## src/brs_pkg.sv

```systemverilog
// Shared constants, types and register layout for the buck sequencing control.
package brs_pkg;

	// Core clock and switching rates.
	localparam int unsigned CLK_HZ        = 100_000_000;
	localparam int unsigned CLK_PERIOD_NS = 1_000_000_000 / CLK_HZ;
	localparam int unsigned OSC_HZ        = 750_000;
	localparam int unsigned OSC_PERIOD_CYC = CLK_HZ / OSC_HZ;

	// Sequencing counts in switching cycles, except the soft-start time in microseconds and the sync-loss limit in clocks.
	localparam int unsigned SS_TIME_US       = 5500;
	localparam int unsigned SS_CYCLES        = 4096;
	localparam int unsigned OC_RESTART_CYC   = 16;
	localparam int unsigned OV_LIMIT_CYC     = 32;
	localparam int unsigned SYNC_LOSS_CYCLES = 4;
	localparam int unsigned SYNC_LOSS_CLK    = SYNC_LOSS_CYCLES * OSC_PERIOD_CYC;

	// Dead time between the two switches, rounded up to whole clocks.
	localparam int unsigned DEAD_TIME_NS = 20;
	localparam int unsigned DEAD_CYC     = (DEAD_TIME_NS + CLK_PERIOD_NS - 1) / CLK_PERIOD_NS;

	// Processor reset hold time.
	localparam int unsigned RST_HOLD_MS  = 25;
	localparam int unsigned RST_HOLD_CYC = RST_HOLD_MS * (CLK_HZ / 1000);

	// Protection counter.
	localparam int unsigned OC_W    = 4;
	localparam logic [3:0]  OC_FULL = 4'hf;

	// Three-level select pin codes from the pad detector.
	localparam logic [1:0] LVL_HIGH = 2'h3;
	localparam logic [1:0] LVL_OPEN = 2'h1;
	localparam logic [1:0] LVL_LOW  = 2'h0;

	// Register map, byte addresses.
	localparam logic [7:0]  CTRL_OFS     = 8'h00;
	localparam logic [7:0]  STATUS_OFS   = 8'h04;
	localparam logic [7:0]  SS_OFS       = 8'h08;
	localparam int unsigned CTRL_EN_BIT   = 0;
	localparam int unsigned CTRL_SYNC_BIT = 1;
	localparam logic [1:0]  CTRL_RESET    = 2'h3;
	localparam logic [1:0]  RESP_OKAY     = 2'h0;
	localparam logic [1:0]  RESP_SLVERR   = 2'h2;

	typedef enum logic [1:0] {ST_OFF, ST_SOFT, ST_RUN, ST_OC_WAIT} brs_state_t;
	typedef enum logic [1:0] {PH_IDLE, PH_HS, PH_DEAD, PH_LS} brs_phase_t;
	typedef enum logic [1:0] {VT_HIGH, VT_MID, VT_LOW} brs_vtarget_t;

	typedef struct packed {
		logic [19:0] rsvd;
		logic [3:0]  oc_count;
		logic [1:0]  vtarget;
		logic [1:0]  state;
		logic        reset_released;
		logic        supply_ok;
		logic        ext_sync;
		logic        ss_done;
	} brs_status_t;

endpackage : brs_pkg

```

## src/brs_ctrl.sv

```systemverilog
// Sequencing, protection, sync, supervisor and register slave of the buck regulator.
//
// How it works
// Each cycle end with overcurrent raises the four-bit protection counter by one.
// Each cycle end with normal current lowers it by one, never below zero.
// Counter at all ones stops switching and clears the soft-start count.
// Sixteen switching clocks later switching resumes with a fresh soft-start.
// Thirty-two consecutive overvoltage cycles restart soft-start while switching continues.
// External pacing pulses are detected and each rising edge starts a cycle.
// Four cycles without a pacing edge return to the internal oscillator seamlessly.
// The pacing source keeps its frequency within the supported sync range.
// Without pacing, cycles run from the internal 750 kHz oscillator.
// Enable rising starts a soft-start ramp of the regulation target.
// Soft-start lasts 4096 switching cycles.
// After soft-start the fixed reference replaces the ramp.
// Enable low holds switches, drivers, reference and oscillator off.
// Input-supply lockout keeps the converter from turning on.
// Supply-ok is high only when switching and the output is in window.
// Supply-ok is forced low whenever the converter is disabled.
// Processor reset is low while supply is low and 25 ms after recovery.
// Switching continues through processor reset, stopping only on disable, lockout or overcurrent.
// The three-level select pin picks one of three output targets.
// Cycle: high side on, off at trip, dead time, low side to cycle end.
// Both protection counters clear while disabled or locked out.
`timescale 1ns/100ps
module brs_ctrl #(
	parameter int unsigned AW           = 8,
	parameter int unsigned RST_HOLD_CYC = brs_pkg::RST_HOLD_CYC,
	parameter int unsigned SS_CYCLES    = brs_pkg::SS_CYCLES
) (
	input  wire logic          aclk,
	input  wire logic          aresetn,
	input  wire logic [AW-1:0] s_axi_awaddr,
	input  wire logic          s_axi_awvalid,
	output logic               s_axi_awready,
	input  wire logic [31:0]   s_axi_wdata,
	input  wire logic [3:0]    s_axi_wstrb,
	input  wire logic          s_axi_wvalid,
	output logic               s_axi_wready,
	output logic [1:0]         s_axi_bresp,
	output logic               s_axi_bvalid,
	input  wire logic          s_axi_bready,
	input  wire logic [AW-1:0] s_axi_araddr,
	input  wire logic          s_axi_arvalid,
	output logic               s_axi_arready,
	output logic [31:0]        s_axi_rdata,
	output logic [1:0]         s_axi_rresp,
	output logic               s_axi_rvalid,
	input  wire logic          s_axi_rready,
	input  wire logic          enable,
	input  wire logic          input_supply_lockout,
	input  wire logic          supply_below_reset,
	input  wire logic          ext_sync,
	input  wire logic          over_current,
	input  wire logic          over_voltage,
	input  wire logic          output_in_window,
	input  wire logic          comparator_trip,
	input  wire logic [1:0]    output_level_select,
	output logic               high_side_on,
	output logic               low_side_on,
	output logic               osc_enable,
	output logic [11:0]        ref_ramp,
	output logic               ref_final_sel,
	output logic [1:0]         vtarget,
	output logic               supply_ok_output_o,
	output logic               supply_ok_output_oe_n,
	output logic               cpu_reset_n
);

	localparam int unsigned DIV_W = 10;
	localparam int unsigned RST_W = $clog2(RST_HOLD_CYC + 1);
	localparam logic [DIV_W-1:0] OSC_LAST  = DIV_W'(brs_pkg::OSC_PERIOD_CYC - 1);
	localparam logic [DIV_W-1:0] LOSS_LAST = DIV_W'(brs_pkg::SYNC_LOSS_CLK - 1);
	localparam logic [11:0] SS_LAST   = 12'(SS_CYCLES - 1);
	localparam logic [3:0]  WAIT_LAST = 4'(brs_pkg::OC_RESTART_CYC - 1);
	localparam logic [5:0]  OV_LAST   = 6'(brs_pkg::OV_LIMIT_CYC - 1);
	localparam logic [2:0]  DEAD_LAST = 3'(brs_pkg::DEAD_CYC - 1);
	localparam logic [RST_W-1:0] RST_LAST = RST_W'(RST_HOLD_CYC - 1);

	logic [1:0]                ctrl_ff;
	logic                      active;
	logic [DIV_W-1:0]          div_ff;
	logic [DIV_W-1:0]          loss_ff;
	logic                      sync_prev_ff;
	logic                      ext_mode_ff;
	logic                      sync_rise;
	logic                      int_tick;
	logic                      cyc_start;
	brs_pkg::brs_state_t       state_ff;
	brs_pkg::brs_state_t       nxt_state;
	brs_pkg::brs_phase_t       phase_ff;
	logic [2:0]                dead_ff;
	logic [3:0]                oc_ff;
	logic [3:0]                nxt_oc;
	logic [5:0]                ov_ff;
	logic [11:0]               ss_ff;
	logic [3:0]                wait_ff;
	logic                      sw_on;
	logic                      nxt_sw_on;
	logic                      oc_trip;
	logic                      ov_trip;
	logic                      supply_ok_ff;
	logic [RST_W-1:0]          rst_cnt_ff;
	logic                      released_ff;
	brs_pkg::brs_vtarget_t     vt_ff;
	brs_pkg::brs_status_t      status;

	// Software enable gates the pin so firmware can park the rail.
	assign active = enable && ctrl_ff[brs_pkg::CTRL_EN_BIT] && !input_supply_lockout;

	// Cycle pacing.
	assign sync_rise = ext_sync && !sync_prev_ff && ctrl_ff[brs_pkg::CTRL_SYNC_BIT];
	// After fallback the divider may sit past its last count; >= starts a cycle at once.
	assign int_tick  = (div_ff >= OSC_LAST);
	assign cyc_start = active && (sync_rise || (!ext_mode_ff && int_tick));

	always_ff @(posedge aclk)
	begin
		if (!aresetn || !active)
			div_ff <= '0;
		else if (cyc_start)
			div_ff <= '0;
		else if (div_ff != '1)
			div_ff <= div_ff + DIV_W'(1);
	end

	always_ff @(posedge aclk)
	begin
		if (!aresetn)
			sync_prev_ff <= 1'b0;
		else
			sync_prev_ff <= ext_sync;
	end

	always_ff @(posedge aclk)
	begin
		if (!aresetn || !active)
		begin
			ext_mode_ff <= 1'b0;
			loss_ff     <= '0;
		end
		else if (sync_rise)
		begin
			ext_mode_ff <= 1'b1;
			loss_ff     <= '0;
		end
		else if (ext_mode_ff)
		begin
			if (loss_ff == LOSS_LAST)
			begin
				ext_mode_ff <= 1'b0;
				loss_ff     <= '0;
			end
			else
				loss_ff <= loss_ff + DIV_W'(1);
		end
	end

	// Protection evaluation happens at each cycle start, which is the previous cycle's end.
	assign sw_on = (state_ff == brs_pkg::ST_SOFT) || (state_ff == brs_pkg::ST_RUN);

	always_comb
	begin
		nxt_oc = oc_ff;
		if (over_current && oc_ff != brs_pkg::OC_FULL)
			nxt_oc = oc_ff + 4'h1;
		else if (!over_current && oc_ff != 4'h0)
			nxt_oc = oc_ff - 4'h1;
	end

	assign oc_trip = sw_on && cyc_start && (nxt_oc == brs_pkg::OC_FULL);
	assign ov_trip = sw_on && cyc_start && over_voltage && (ov_ff == OV_LAST);

	always_comb
	begin
		nxt_state = state_ff;
		unique case (state_ff)
			brs_pkg::ST_OFF:
				nxt_state = brs_pkg::ST_SOFT;
			brs_pkg::ST_SOFT:
			begin
				if (oc_trip)
					nxt_state = brs_pkg::ST_OC_WAIT;
				else if (!ov_trip && cyc_start && ss_ff == SS_LAST)
					nxt_state = brs_pkg::ST_RUN;
			end
			brs_pkg::ST_RUN:
			begin
				if (oc_trip)
					nxt_state = brs_pkg::ST_OC_WAIT;
				else if (ov_trip)
					nxt_state = brs_pkg::ST_SOFT;
			end
			brs_pkg::ST_OC_WAIT:
			begin
				if (cyc_start && wait_ff == WAIT_LAST)
					nxt_state = brs_pkg::ST_SOFT;
			end
		endcase
		// Reset supervision does not enter here, so switching runs through it.
		if (!active)
			nxt_state = brs_pkg::ST_OFF;
	end

	assign nxt_sw_on = (nxt_state == brs_pkg::ST_SOFT) || (nxt_state == brs_pkg::ST_RUN);

	always_ff @(posedge aclk)
	begin
		if (!aresetn)
			state_ff <= brs_pkg::ST_OFF;
		else
			state_ff <= nxt_state;
	end

	always_ff @(posedge aclk)
	begin
		if (!aresetn || !active)
			oc_ff <= 4'h0;
		else if (sw_on && cyc_start)
			oc_ff <= nxt_oc;
	end

	always_ff @(posedge aclk)
	begin
		if (!aresetn || !active || ov_trip)
			ov_ff <= 6'h00;
		else if (sw_on && cyc_start)
			ov_ff <= over_voltage ? ov_ff + 6'h01 : 6'h00;
	end

	always_ff @(posedge aclk)
	begin
		if (!aresetn || nxt_state != brs_pkg::ST_SOFT || ov_trip)
			ss_ff <= 12'h000;
		else if (state_ff == brs_pkg::ST_SOFT && cyc_start)
			ss_ff <= ss_ff + 12'h001;
	end

	always_ff @(posedge aclk)
	begin
		if (!aresetn || state_ff != brs_pkg::ST_OC_WAIT)
			wait_ff <= 4'h0;
		else if (cyc_start)
			wait_ff <= wait_ff + 4'h1;
	end

	// Switch phase within a cycle; the dead time guards against shoot-through.
	always_ff @(posedge aclk)
	begin
		if (!aresetn || !nxt_sw_on)
		begin
			phase_ff <= brs_pkg::PH_IDLE;
			dead_ff  <= 3'h0;
		end
		else if (cyc_start)
			phase_ff <= brs_pkg::PH_HS;
		else
		begin
			unique case (phase_ff)
				brs_pkg::PH_HS:
				begin
					if (comparator_trip)
					begin
						phase_ff <= brs_pkg::PH_DEAD;
						dead_ff  <= 3'h0;
					end
				end
				brs_pkg::PH_DEAD:
				begin
					if (dead_ff == DEAD_LAST)
						phase_ff <= brs_pkg::PH_LS;
					else
						dead_ff <= dead_ff + 3'h1;
				end
				brs_pkg::PH_IDLE,
				brs_pkg::PH_LS:
					phase_ff <= phase_ff;
			endcase
		end
	end

	assign high_side_on  = (phase_ff == brs_pkg::PH_HS);
	assign low_side_on   = (phase_ff == brs_pkg::PH_LS);
	assign osc_enable    = (state_ff != brs_pkg::ST_OFF);
	assign ref_ramp      = ss_ff;
	assign ref_final_sel = (state_ff == brs_pkg::ST_RUN);

	always_ff @(posedge aclk)
	begin
		if (!aresetn || !active)
			supply_ok_ff <= 1'b0;
		else
			supply_ok_ff <= nxt_sw_on && output_in_window;
	end

	// Open drain: the pad only ever pulls low.
	assign supply_ok_output_o    = 1'b0;
	assign supply_ok_output_oe_n = supply_ok_ff;

	always_ff @(posedge aclk)
	begin
		if (!aresetn)
			vt_ff <= brs_pkg::VT_MID;
		else
		begin
			unique case (output_level_select)
				brs_pkg::LVL_HIGH: vt_ff <= brs_pkg::VT_HIGH;
				brs_pkg::LVL_OPEN: vt_ff <= brs_pkg::VT_MID;
				brs_pkg::LVL_LOW:  vt_ff <= brs_pkg::VT_LOW;
				default:           vt_ff <= brs_pkg::VT_MID;
			endcase
		end
	end

	assign vtarget = vt_ff;

	always_ff @(posedge aclk)
	begin
		if (!aresetn || supply_below_reset)
		begin
			rst_cnt_ff  <= '0;
			released_ff <= 1'b0;
		end
		else if (rst_cnt_ff == RST_LAST)
			released_ff <= 1'b1;
		else
			rst_cnt_ff <= rst_cnt_ff + RST_W'(1);
	end

	assign cpu_reset_n = released_ff;

	// AXI4-Lite slave. Address and data are held until both have arrived.
	logic          aw_got_ff;
	logic          w_got_ff;
	logic [AW-1:0] awaddr_ff;
	logic [31:0]   wdata_ff;
	logic          wlane0_ff;
	logic [AW-1:0] wr_addr;
	logic [31:0]   wr_data;
	logic          wr_lane0;
	logic          wr_fire;

	assign s_axi_awready = !aw_got_ff && !s_axi_bvalid;
	assign s_axi_wready  = !w_got_ff && !s_axi_bvalid;
	assign wr_addr  = aw_got_ff ? awaddr_ff : s_axi_awaddr;
	assign wr_data  = w_got_ff ? wdata_ff : s_axi_wdata;
	assign wr_lane0 = w_got_ff ? wlane0_ff : s_axi_wstrb[0];
	assign wr_fire  = (aw_got_ff || (s_axi_awvalid && s_axi_awready)) &&
		(w_got_ff || (s_axi_wvalid && s_axi_wready));

	always_ff @(posedge aclk)
	begin
		if (!aresetn || wr_fire)
		begin
			aw_got_ff <= 1'b0;
			w_got_ff  <= 1'b0;
		end
		else
		begin
			if (s_axi_awvalid && s_axi_awready)
			begin
				aw_got_ff <= 1'b1;
				awaddr_ff <= s_axi_awaddr;
			end
			if (s_axi_wvalid && s_axi_wready)
			begin
				w_got_ff  <= 1'b1;
				wdata_ff  <= s_axi_wdata;
				wlane0_ff <= s_axi_wstrb[0];
			end
		end
	end

	always_ff @(posedge aclk)
	begin
		if (!aresetn)
		begin
			ctrl_ff      <= brs_pkg::CTRL_RESET;
			s_axi_bvalid <= 1'b0;
			s_axi_bresp  <= brs_pkg::RESP_OKAY;
		end
		else if (wr_fire)
		begin
			s_axi_bvalid <= 1'b1;
			s_axi_bresp  <= brs_pkg::RESP_OKAY;
			if (8'(wr_addr) == brs_pkg::CTRL_OFS)
			begin
				if (wr_lane0)
					ctrl_ff <= wr_data[1:0];
			end
			else if (8'(wr_addr) != brs_pkg::STATUS_OFS && 8'(wr_addr) != brs_pkg::SS_OFS)
				s_axi_bresp <= brs_pkg::RESP_SLVERR;
		end
		else if (s_axi_bready)
			s_axi_bvalid <= 1'b0;
	end

	always_comb
	begin
		status                = '0;
		status.oc_count       = oc_ff;
		status.vtarget        = vt_ff;
		status.state          = state_ff;
		status.reset_released = released_ff;
		status.supply_ok      = supply_ok_ff;
		status.ext_sync       = ext_mode_ff;
		status.ss_done        = ref_final_sel;
	end

	assign s_axi_arready = !s_axi_rvalid;

	always_ff @(posedge aclk)
	begin
		if (!aresetn)
		begin
			s_axi_rvalid <= 1'b0;
			s_axi_rdata  <= 32'h0000_0000;
			s_axi_rresp  <= brs_pkg::RESP_OKAY;
		end
		else if (s_axi_arvalid && s_axi_arready)
		begin
			s_axi_rvalid <= 1'b1;
			s_axi_rresp  <= brs_pkg::RESP_OKAY;
			unique case (8'(s_axi_araddr))
				brs_pkg::CTRL_OFS:   s_axi_rdata <= {30'h0, ctrl_ff};
				brs_pkg::STATUS_OFS: s_axi_rdata <= status;
				brs_pkg::SS_OFS:     s_axi_rdata <= {20'h0, ss_ff};
				default:
				begin
					s_axi_rdata <= 32'h0000_0000;
					s_axi_rresp <= brs_pkg::RESP_SLVERR;
				end
			endcase
		end
		else if (s_axi_rready)
			s_axi_rvalid <= 1'b0;
	end
endmodule : brs_ctrl

```

## config.mk

```make
export PLATFORM = sky130hd
export DESIGN_NAME = brs_ctrl
export DESIGN_NICKNAME = d
export VERILOG_FILES = /design/src/brs_pkg.sv /design/src/brs_ctrl.sv
export SDC_FILE = /design/constraint.sdc
export NUM_CORES = 1
export LEC_CHECK = 0
export BUFFER_PORTS_ARGS = -buffer_cell sky130_fd_sc_hd__buf_2
export CAP_MARGIN = 20
export CORE_ASPECT_RATIO = 1.25
export CORE_UTILIZATION = 60
export CTS_BUF_LIST = sky130_fd_sc_hd__clkbuf_2
export CTS_CLUSTER_SIZE = 8
export DETAILED_ROUTE_END_ITERATION = 8
export PLACE_DENSITY = 0.85
export SKIP_LAST_GASP = 1
export SYNTH_ARGS = -nofsm -noshare
export SYNTH_HDL_FRONTEND = slang
export SYNTH_SLANG_ARGS = --single-unit
```

## constraint.sdc

```tcl
create_clock -name aclk -period 4.15 [get_ports aclk]
set_input_delay 0.415 -clock aclk [delete_from_list [all_inputs] [get_ports aclk]]
set_output_delay 0.415 -clock aclk [all_outputs]
set_load 0.01 [all_outputs]
```

* After elaboration in Yosys (flattened, before gate mapping)
Cells that the tools add are included.
** Storage, ports and cells
- Register bits after elaboration :: 134
- Output and inout bits :: 62
- Logic and storage cells :: 173
** Cells by class
- Add/sub/neg operators :: 9
- Magnitude comparators :: 1
- Eq/ne operators :: 30
- Muxes and demuxes :: 33
- Bitwise operators :: 3
- Reduce and logical (&&, ||, !) cells :: 70
** Operators by type and width (count)
- $pmux 12 s3 :: 1
- $logic_and 1x1->1 :: 24
- $mux 2 :: 12
- $add 22x1->22 const B :: 1
- $eq 22x22->1 const B :: 1
- $add 10x1->10 const B :: 2
- $logic_not 8->1 :: 2
- $logic_or 1x1->1 :: 13
- $add 12x1->12 const B :: 1
- $eq 12x12->1 const B :: 1
- $eq 2x2->1 const B :: 6
- $logic_not 1->1 :: 12
- $eq 10x10->1 const B :: 1
- $ge 10x8->1 const B :: 1
- $mux 10 :: 1
- $ne 10x10->1 const B :: 1
- $ne 2x2->1 const B :: 5
- $mux 1 :: 9
- $reduce_and 3->1 :: 3
- $add 4x1->4 const B :: 2
- $eq 4x4->1 const B :: 2
- $eq 8x3->1 const B :: 1
- $eq 8x4->1 const B :: 1
- $mux 4 :: 2
- other kinds (26) :: 41

* Depth between registers and ports, before layout
- Depth in word-level cells :: 20
- Mapped depth :: 13

* Worst setup path after synthesis
No wires, ideal clock.
- Kind :: input port to flip-flop
- Start point :: in over_current
- End point :: reg phase_ff[1]
- Library setup time :: 0.078 ns
- Data arrival time :: 2.486 ns
- Path slack :: 1.586 ns
- Stages on the path :: 10
- Path buffers :: 1
- Cell sequence :: clkbuf_1 -> or4_4 -> or2_0 -> a221oi_2 -> and3_1 -> a221o_2 -> nand2_1 -> ha_1 -> nand2b_1 -> nor3_1
** Between the ends
- Longest elaborated chain between the ends :: 14
- Elaborated cells on any way between the ends :: 17
** RTL lines
- start: declaration :: RTL line brs_ctrl.sv:54 : input wire logic over_current,
- $logic_not 1->1 :: RTL line brs_ctrl.sv:167 : else if (!over_current && oc_ff != 4'h0)
- $logic_and 1x1->1 :: RTL line brs_ctrl.sv:167
- $mux 4 :: RTL line brs_ctrl.sv:167
- $mux 4 * :: RTL line brs_ctrl.sv:165 : if (over_current && oc_ff != brs_pkg::OC_FULL)
- $eq 4x4->1 * :: RTL line brs_ctrl.sv:171 : assign oc_trip = sw_on && cyc_start && (nxt_oc == brs_pkg::OC_FULL);
- $logic_and 1x1->1 * :: RTL line brs_ctrl.sv:171
- $mux 2 (on tied branches) :: RTL line brs_ctrl.sv:189, brs_ctrl.sv:182
- $pmux 2 s4 * :: RTL line brs_ctrl.sv:177 : unique case (state_ff)
- $mux 2 * :: RTL line brs_ctrl.sv:201 : if (!active)
- $eq 2x1->1 / $eq 2x2->1 (equally long branches) :: RTL line brs_ctrl.sv:205 : assign nxt_sw_on = (nxt_state == brs_pkg::ST_SOFT) || (nxt_state == brs_pkg::ST_RUN);
- $logic_or 1x1->1 * :: RTL line brs_ctrl.sv:205
- $logic_not 1->1 * :: RTL line brs_ctrl.sv:250 : if (!aresetn || !nxt_sw_on)
- $logic_or 1x1->1 * :: RTL line brs_ctrl.sv:250
- $reduce_or 2->1 (no source line) *
- end signal: assignment :: RTL line brs_ctrl.sv:252 : phase_ff <= brs_pkg::PH_IDLE;
- end signal: assignment :: RTL line brs_ctrl.sv:256 : phase_ff <= brs_pkg::PH_HS;
- end signal: assignment :: RTL line brs_ctrl.sv:264 : phase_ff <= brs_pkg::PH_DEAD;
- end: declaration :: RTL line brs_ctrl.sv:91 : brs_pkg::brs_phase_t phase_ff;
Every way passes the cells marked *; elsewhere a longest branch is shown, timed or not.
A chain may end at the register's enable or synchronous reset.

* Worst setup path after layout
- Start point :: reg div_ff[6]
- End point :: reg ss_ff[1] (netlist: ref_ramp[1])
** Between the ends
- Longest elaborated chain between the ends :: 17
- Elaborated cells on any way between the ends :: 23
** RTL lines
- start: declaration :: RTL line brs_ctrl.sv:82 : logic [DIV_W-1:0] div_ff;
- start signal: assignment :: RTL line brs_ctrl.sv:124 : div_ff <= div_ff + DIV_W'(1);
- $ge 10x8->1 * :: RTL line brs_ctrl.sv:114 : assign int_tick = (div_ff >= OSC_LAST);
- $logic_and 1x1->1 * :: RTL line brs_ctrl.sv:115 : assign cyc_start = active && (sync_rise || (!ext_mode_ff && int_tick));
- $logic_or 1x1->1 * :: RTL line brs_ctrl.sv:115
- $logic_and 1x1->1 * :: RTL line brs_ctrl.sv:115
- $logic_and 1x1->1 :: RTL line brs_ctrl.sv:171, brs_ctrl.sv:172
- $logic_and 1x1->1 (2 in a row) :: RTL line brs_ctrl.sv:172 : assign ov_trip = sw_on && cyc_start && over_voltage && (ov_ff == OV_LAST);
- $logic_not 1->1 :: RTL line brs_ctrl.sv:184 : else if (!ov_trip && cyc_start && ss_ff == SS_LAST)
- $logic_and 1x1->1 (2 in a row) :: RTL line brs_ctrl.sv:184
- $mux 2 :: RTL line brs_ctrl.sv:184
- $mux 2 :: RTL line brs_ctrl.sv:182 : if (oc_trip)
- $pmux 2 s4 * :: RTL line brs_ctrl.sv:177
- $mux 2 * :: RTL line brs_ctrl.sv:201
- net nxt_state[0] :: RTL line brs_ctrl.sv:90 : brs_pkg::brs_state_t nxt_state;
- $ne 2x1->1 * :: RTL line brs_ctrl.sv:233 : if (!aresetn || nxt_state != brs_pkg::ST_SOFT || ov_trip)
- $logic_or 1x1->1 * (2 in a row) :: RTL line brs_ctrl.sv:233
- end signal: assignment :: RTL line brs_ctrl.sv:236 : ss_ff <= ss_ff + 12'h001;
- end: declaration :: RTL line brs_ctrl.sv:96 : logic [11:0] ss_ff;
Mark *: on every way through the listed nets, which the timed path passes. The rest lies on a longest branch.

==> flow_summary.yaml <==
worst_setup_path:
  cp_slowest_cell: "o21a_1"
  slowest_delay_ns: 0.61
  r2r_cells: 9
  reg2reg_slack_ns: 0.95
  cp.required_ns: 4.66
  worstReg2RegStart: "div_ff[6]$_SDFFE_PP0P_"
  worst-path-buf-inv: 0
  crit_family: "compound AO/OA/AOI/OAI gates"
  rr_endpoint: "ref_ramp[1]$_SDFFE_PP0P_"
  cp-start-kind: "flop"
  end_kind: "flop"
  crit_path_cell_trace: "nor3_1, a211oi_2, o21a_1, nand2_1, and3_1, o21ai_1, ha_1, nand3_1, a21oi_1"
  arrival_ns: 3.71
  path_class: "reg2reg"
  worstPathMaxFanout: 17
sta:
  finalClockSkew_ns: 0.0460
  finalSetupViolCount: 0
  fin_crit_sh_pct: 77.0
  final_hold_viol_count: 0
  finalCriticalPeriod_ns: 3.20
  hold_ws_ns: 0.0430
  final.setup.tns_ns: 0
  tightest_slew_ns: 0.888
  max_freq_mhz: 313
  maxSlewHeadroom_pct: 40.7
  rsz0062_at_grt: "false"
  drv_slew: 0
pwr:
  power_frac_comb_pct: 8.0
  p_leak_nw: 2.34
  ir_drop_mv: 0.177
  switching_power_w: 0.000444
  p_int_w: 0.00131
  p_sw_share_pct: 25.3
  pwr-share-seq_pct: 64.1
  p_clk_share_pct: 27.9
  power_density_nw_per_um2: 278
synth:
  synthMuxAreaShare_pct: 2.74
  synthSimpleGateAreaFrac_pct: 27.4
  synth-main-ff-cell: "dfxtp_1"
  yosys_warnings: 0
  ys_ff_latch: 112
  yosysSeqAreaShare_pct: 40.9
  syn_avg_cell_area_um2: 8.38
  yosys.area_share.xor_xnor_pct: 5.18
  synth-compound-area-share_pct: 12.6
  syn-instance-count: 686
  yosys.area_share.adder_pct: 4.79
  syn_area_um2: 5750
  synth_edf_count: 11
  synth_top_family_by_area: "simple AND/OR/NAND/NOR gates"
  async_flop_share_pct: 0
  synth_cell_types: 63
grt:
  grt_pass1_wl_um: 21400
  grt_max_degree: 29
  grt_pass1_vias: 4846
  antenna_found_initial: 0
  grt.total_usage_pct: 26.9
  overflow: 0
floorplanning:
  dieArea_um2: 9970
  num_io_pins: 131
  die_w_um: 89.5
  die_h_um: 111
  coreArea_um2: 9220
  start_util_pct: 62.3
  fp-row-count: 39
detailed_routing:
  totalWireLength_um: 12800
  first_pass_iters: 5
  routed-via-count: 5052
  wl_per_cell_um: 14.4
  drt_iter0_drc: 308
  vias_per_cell: 5.68
  post-route-drc-count: 0
  antenna_left: 0
hold_path:
  hold_depth: 2
  hold_start: "s_axi_arvalid"
  holdPathEnd: "s_axi_rvalid$_SDFFE_PN0P_"
  hold_class: "in2reg"
placed_design:
  hpwl_um: 9260
  dp_cells: 861
  gp_congestion: 0.874
  portBuffers: 74
cts:
  numClockSinks: 112
  cts_tree: "done"
  ctsResizeCount: 0
  root_buffer: "clkbuf_2"
  clock_latency_ns: 0.59
  clock_path_buffers: 2
  clk_pin_slew_ns: 0.29
  cts_hold_buf: 11
  htreeDepth: 3
  cts_setup_buffers: 0
  cts_made_buffers: 9
job:
  drv_cap: 0
finish:
  final_net_count: 852
  syn_to_final_growth_pct: 10.1
  antenna_cells: 0
  final-instance-count-excl-fill: 889
  layout-drive-gt1-share_pct: 14.8
  fill_cells: 763
outcome:
  run_status: "finished, final reports clean"
## cell usage in the layout, fill, tap and decap left out, drive strengths merged, types with 10 or more instances in the layout
| cell | instances |
|---|---|
| nand2 | 60 |
| or3 | 14 |
| o21ai | 42 |
| nor2 | 93 |
| conb | 23 |
| nor3 | 21 |
| ha | 22 |
| dfxtp | 101 |
| inv | 24 |
| a22oi | 12 |
| dlygate4sd3 | 11 |
| nand4 | 13 |
| and2 | 23 |
| nand3 | 29 |
| xor2 | 10 |
| buf | 76 |
| edfxtp | 11 |
| a21oi | 39 |
| xnor2 | 24 |
| nor4 | 14 |
| clkbuf | 12 |
## worst max path at each step
stage,startpoint,endpoint,cells past startpoint
after floorplan,over_current,phase_ff[1]$_SDFFE_PP0P_,10
after global placement,div_ff[6]$_SDFFE_PP0P_,ref_ramp[6]$_SDFFE_PP0P_,9
after detailed placement,state_ff[1]$_SDFF_PN0_,ref_ramp[1]$_SDFFE_PP0P_,11
after CTS,state_ff[1]$_SDFF_PN0_,ref_ramp[1]$_SDFFE_PP0P_,11
after global routing,div_ff[6]$_SDFFE_PP0P_,ref_ramp[6]$_SDFFE_PP0P_,9
final,div_ff[6]$_SDFFE_PP0P_,ref_ramp[1]$_SDFFE_PP0P_,9
## flip-flops by register name, summed over array words and instances (netlist names), 2 cells and up
name	count
vtarget	2
ref_ramp	12
loss_ff	10
phase_ff	2
s_axi_rdata	12
div_ff	10
wait_ff	4
wdata_ff	2
ctrl_ff	2
oc_ff	4
dead_ff	3
rst_cnt_ff	22
state_ff	2
awaddr_ff	8
ov_ff	6
## cells by family after synthesis
group / count (synthesis)
AO/OA/AOI/OAI: 119
XOR/XNOR: 34
other: 1
buffers and inverters: 69
multiplexers: 15
AND/OR/NAND/NOR: 314
adder cells (fa/ha/maj): 22
flip-flops: 112
## per-layer routing
layer	vias up	GRT usage (%)	share of wire, %
met5	-	0	0
met4	0	12.5	2.3
met3	26	3.78	5.0
met2	174	45.1	50
met1	2348	33.6	43
li1	2504	-	-
## stage by stage
| stage | power, W | utilization (%) | instance area, µm² | worst slack [ns] |
|---|---|---|---|---|
| 3_3_place_gp | 0.00127 | 66.1 | 6090 | 1.24 |
| 4_1_cts | 0.00176 | 68.5 | 6320 | 1.02 |
| 6_report | 0.00176 | 68.6 | 6330 | 0.953 |
| 5_1_grt | 0.00183 | 68.6 | 6330 | 0.625 |
| 3_5_place_dp | 0.00127 | 66.1 | 6090 | 1.09 |
| 2_1_floorplan | 0.00124 | - | 5830 | 1.59 |
## Yosys cell counts (11+ instances only)
master	count	share of area, %
a21oi_1	39	3.4
a22oi_1	12	1.6
and2_1	23	2.5
buf_4	23	3.0
clkbuf_1	16	1.0
dfxtp_1	101	35
edfxtp_1	11	5.7
ha_1	22	4.8
inv_1	23	1.5
nand2_1	60	3.9
nand3_1	29	2.5
nand4_1	13	1.4
nor2_1	93	6.1
nor3_1	21	1.8
nor4_1	14	1.5
o21ai_0	40	3.5
or3_1	14	1.5
xnor2_1	24	3.7
## worst register-to-register path, cell delays in order, from the launching register on
cell and delay [ns]:
dfxtp_1 0.52, nor3_1 0.10, a211oi_2 0.55, o21a_1 0.61
nand2_1 0.19, and3_1 0.25, o21ai_1 0.15, ha_1 0.16
nand3_1 0.34, a21oi_1 0.27
## layout make-up
class,instances,area (µm²),area share (%)
clock buffer,11,55.1,0.870
clock inverter,5,58.8,0.930
inverter,23,86.3,1.36
multi-input combinational,527,3120,49.3
sequential,112,2350,37.2
tap,123,154,2.43
timing repair buffer,88,503,7.95
## power groups by stage
stage	Combinational, W	Sequential, W	Clock [W]
2_1_floorplan	0.000103	0.00114	0
3_3_place_gp	0.000124	0.00114	0
3_5_place_dp	0.000129	0.00115	0
4_1_cts	0.000138	0.00113	0.000501
5_1_grt	0.000156	0.00113	0.000544
6_report	0.000140	0.00113	0.000490
No activity file was read; power rests on OpenSTA's default activity.
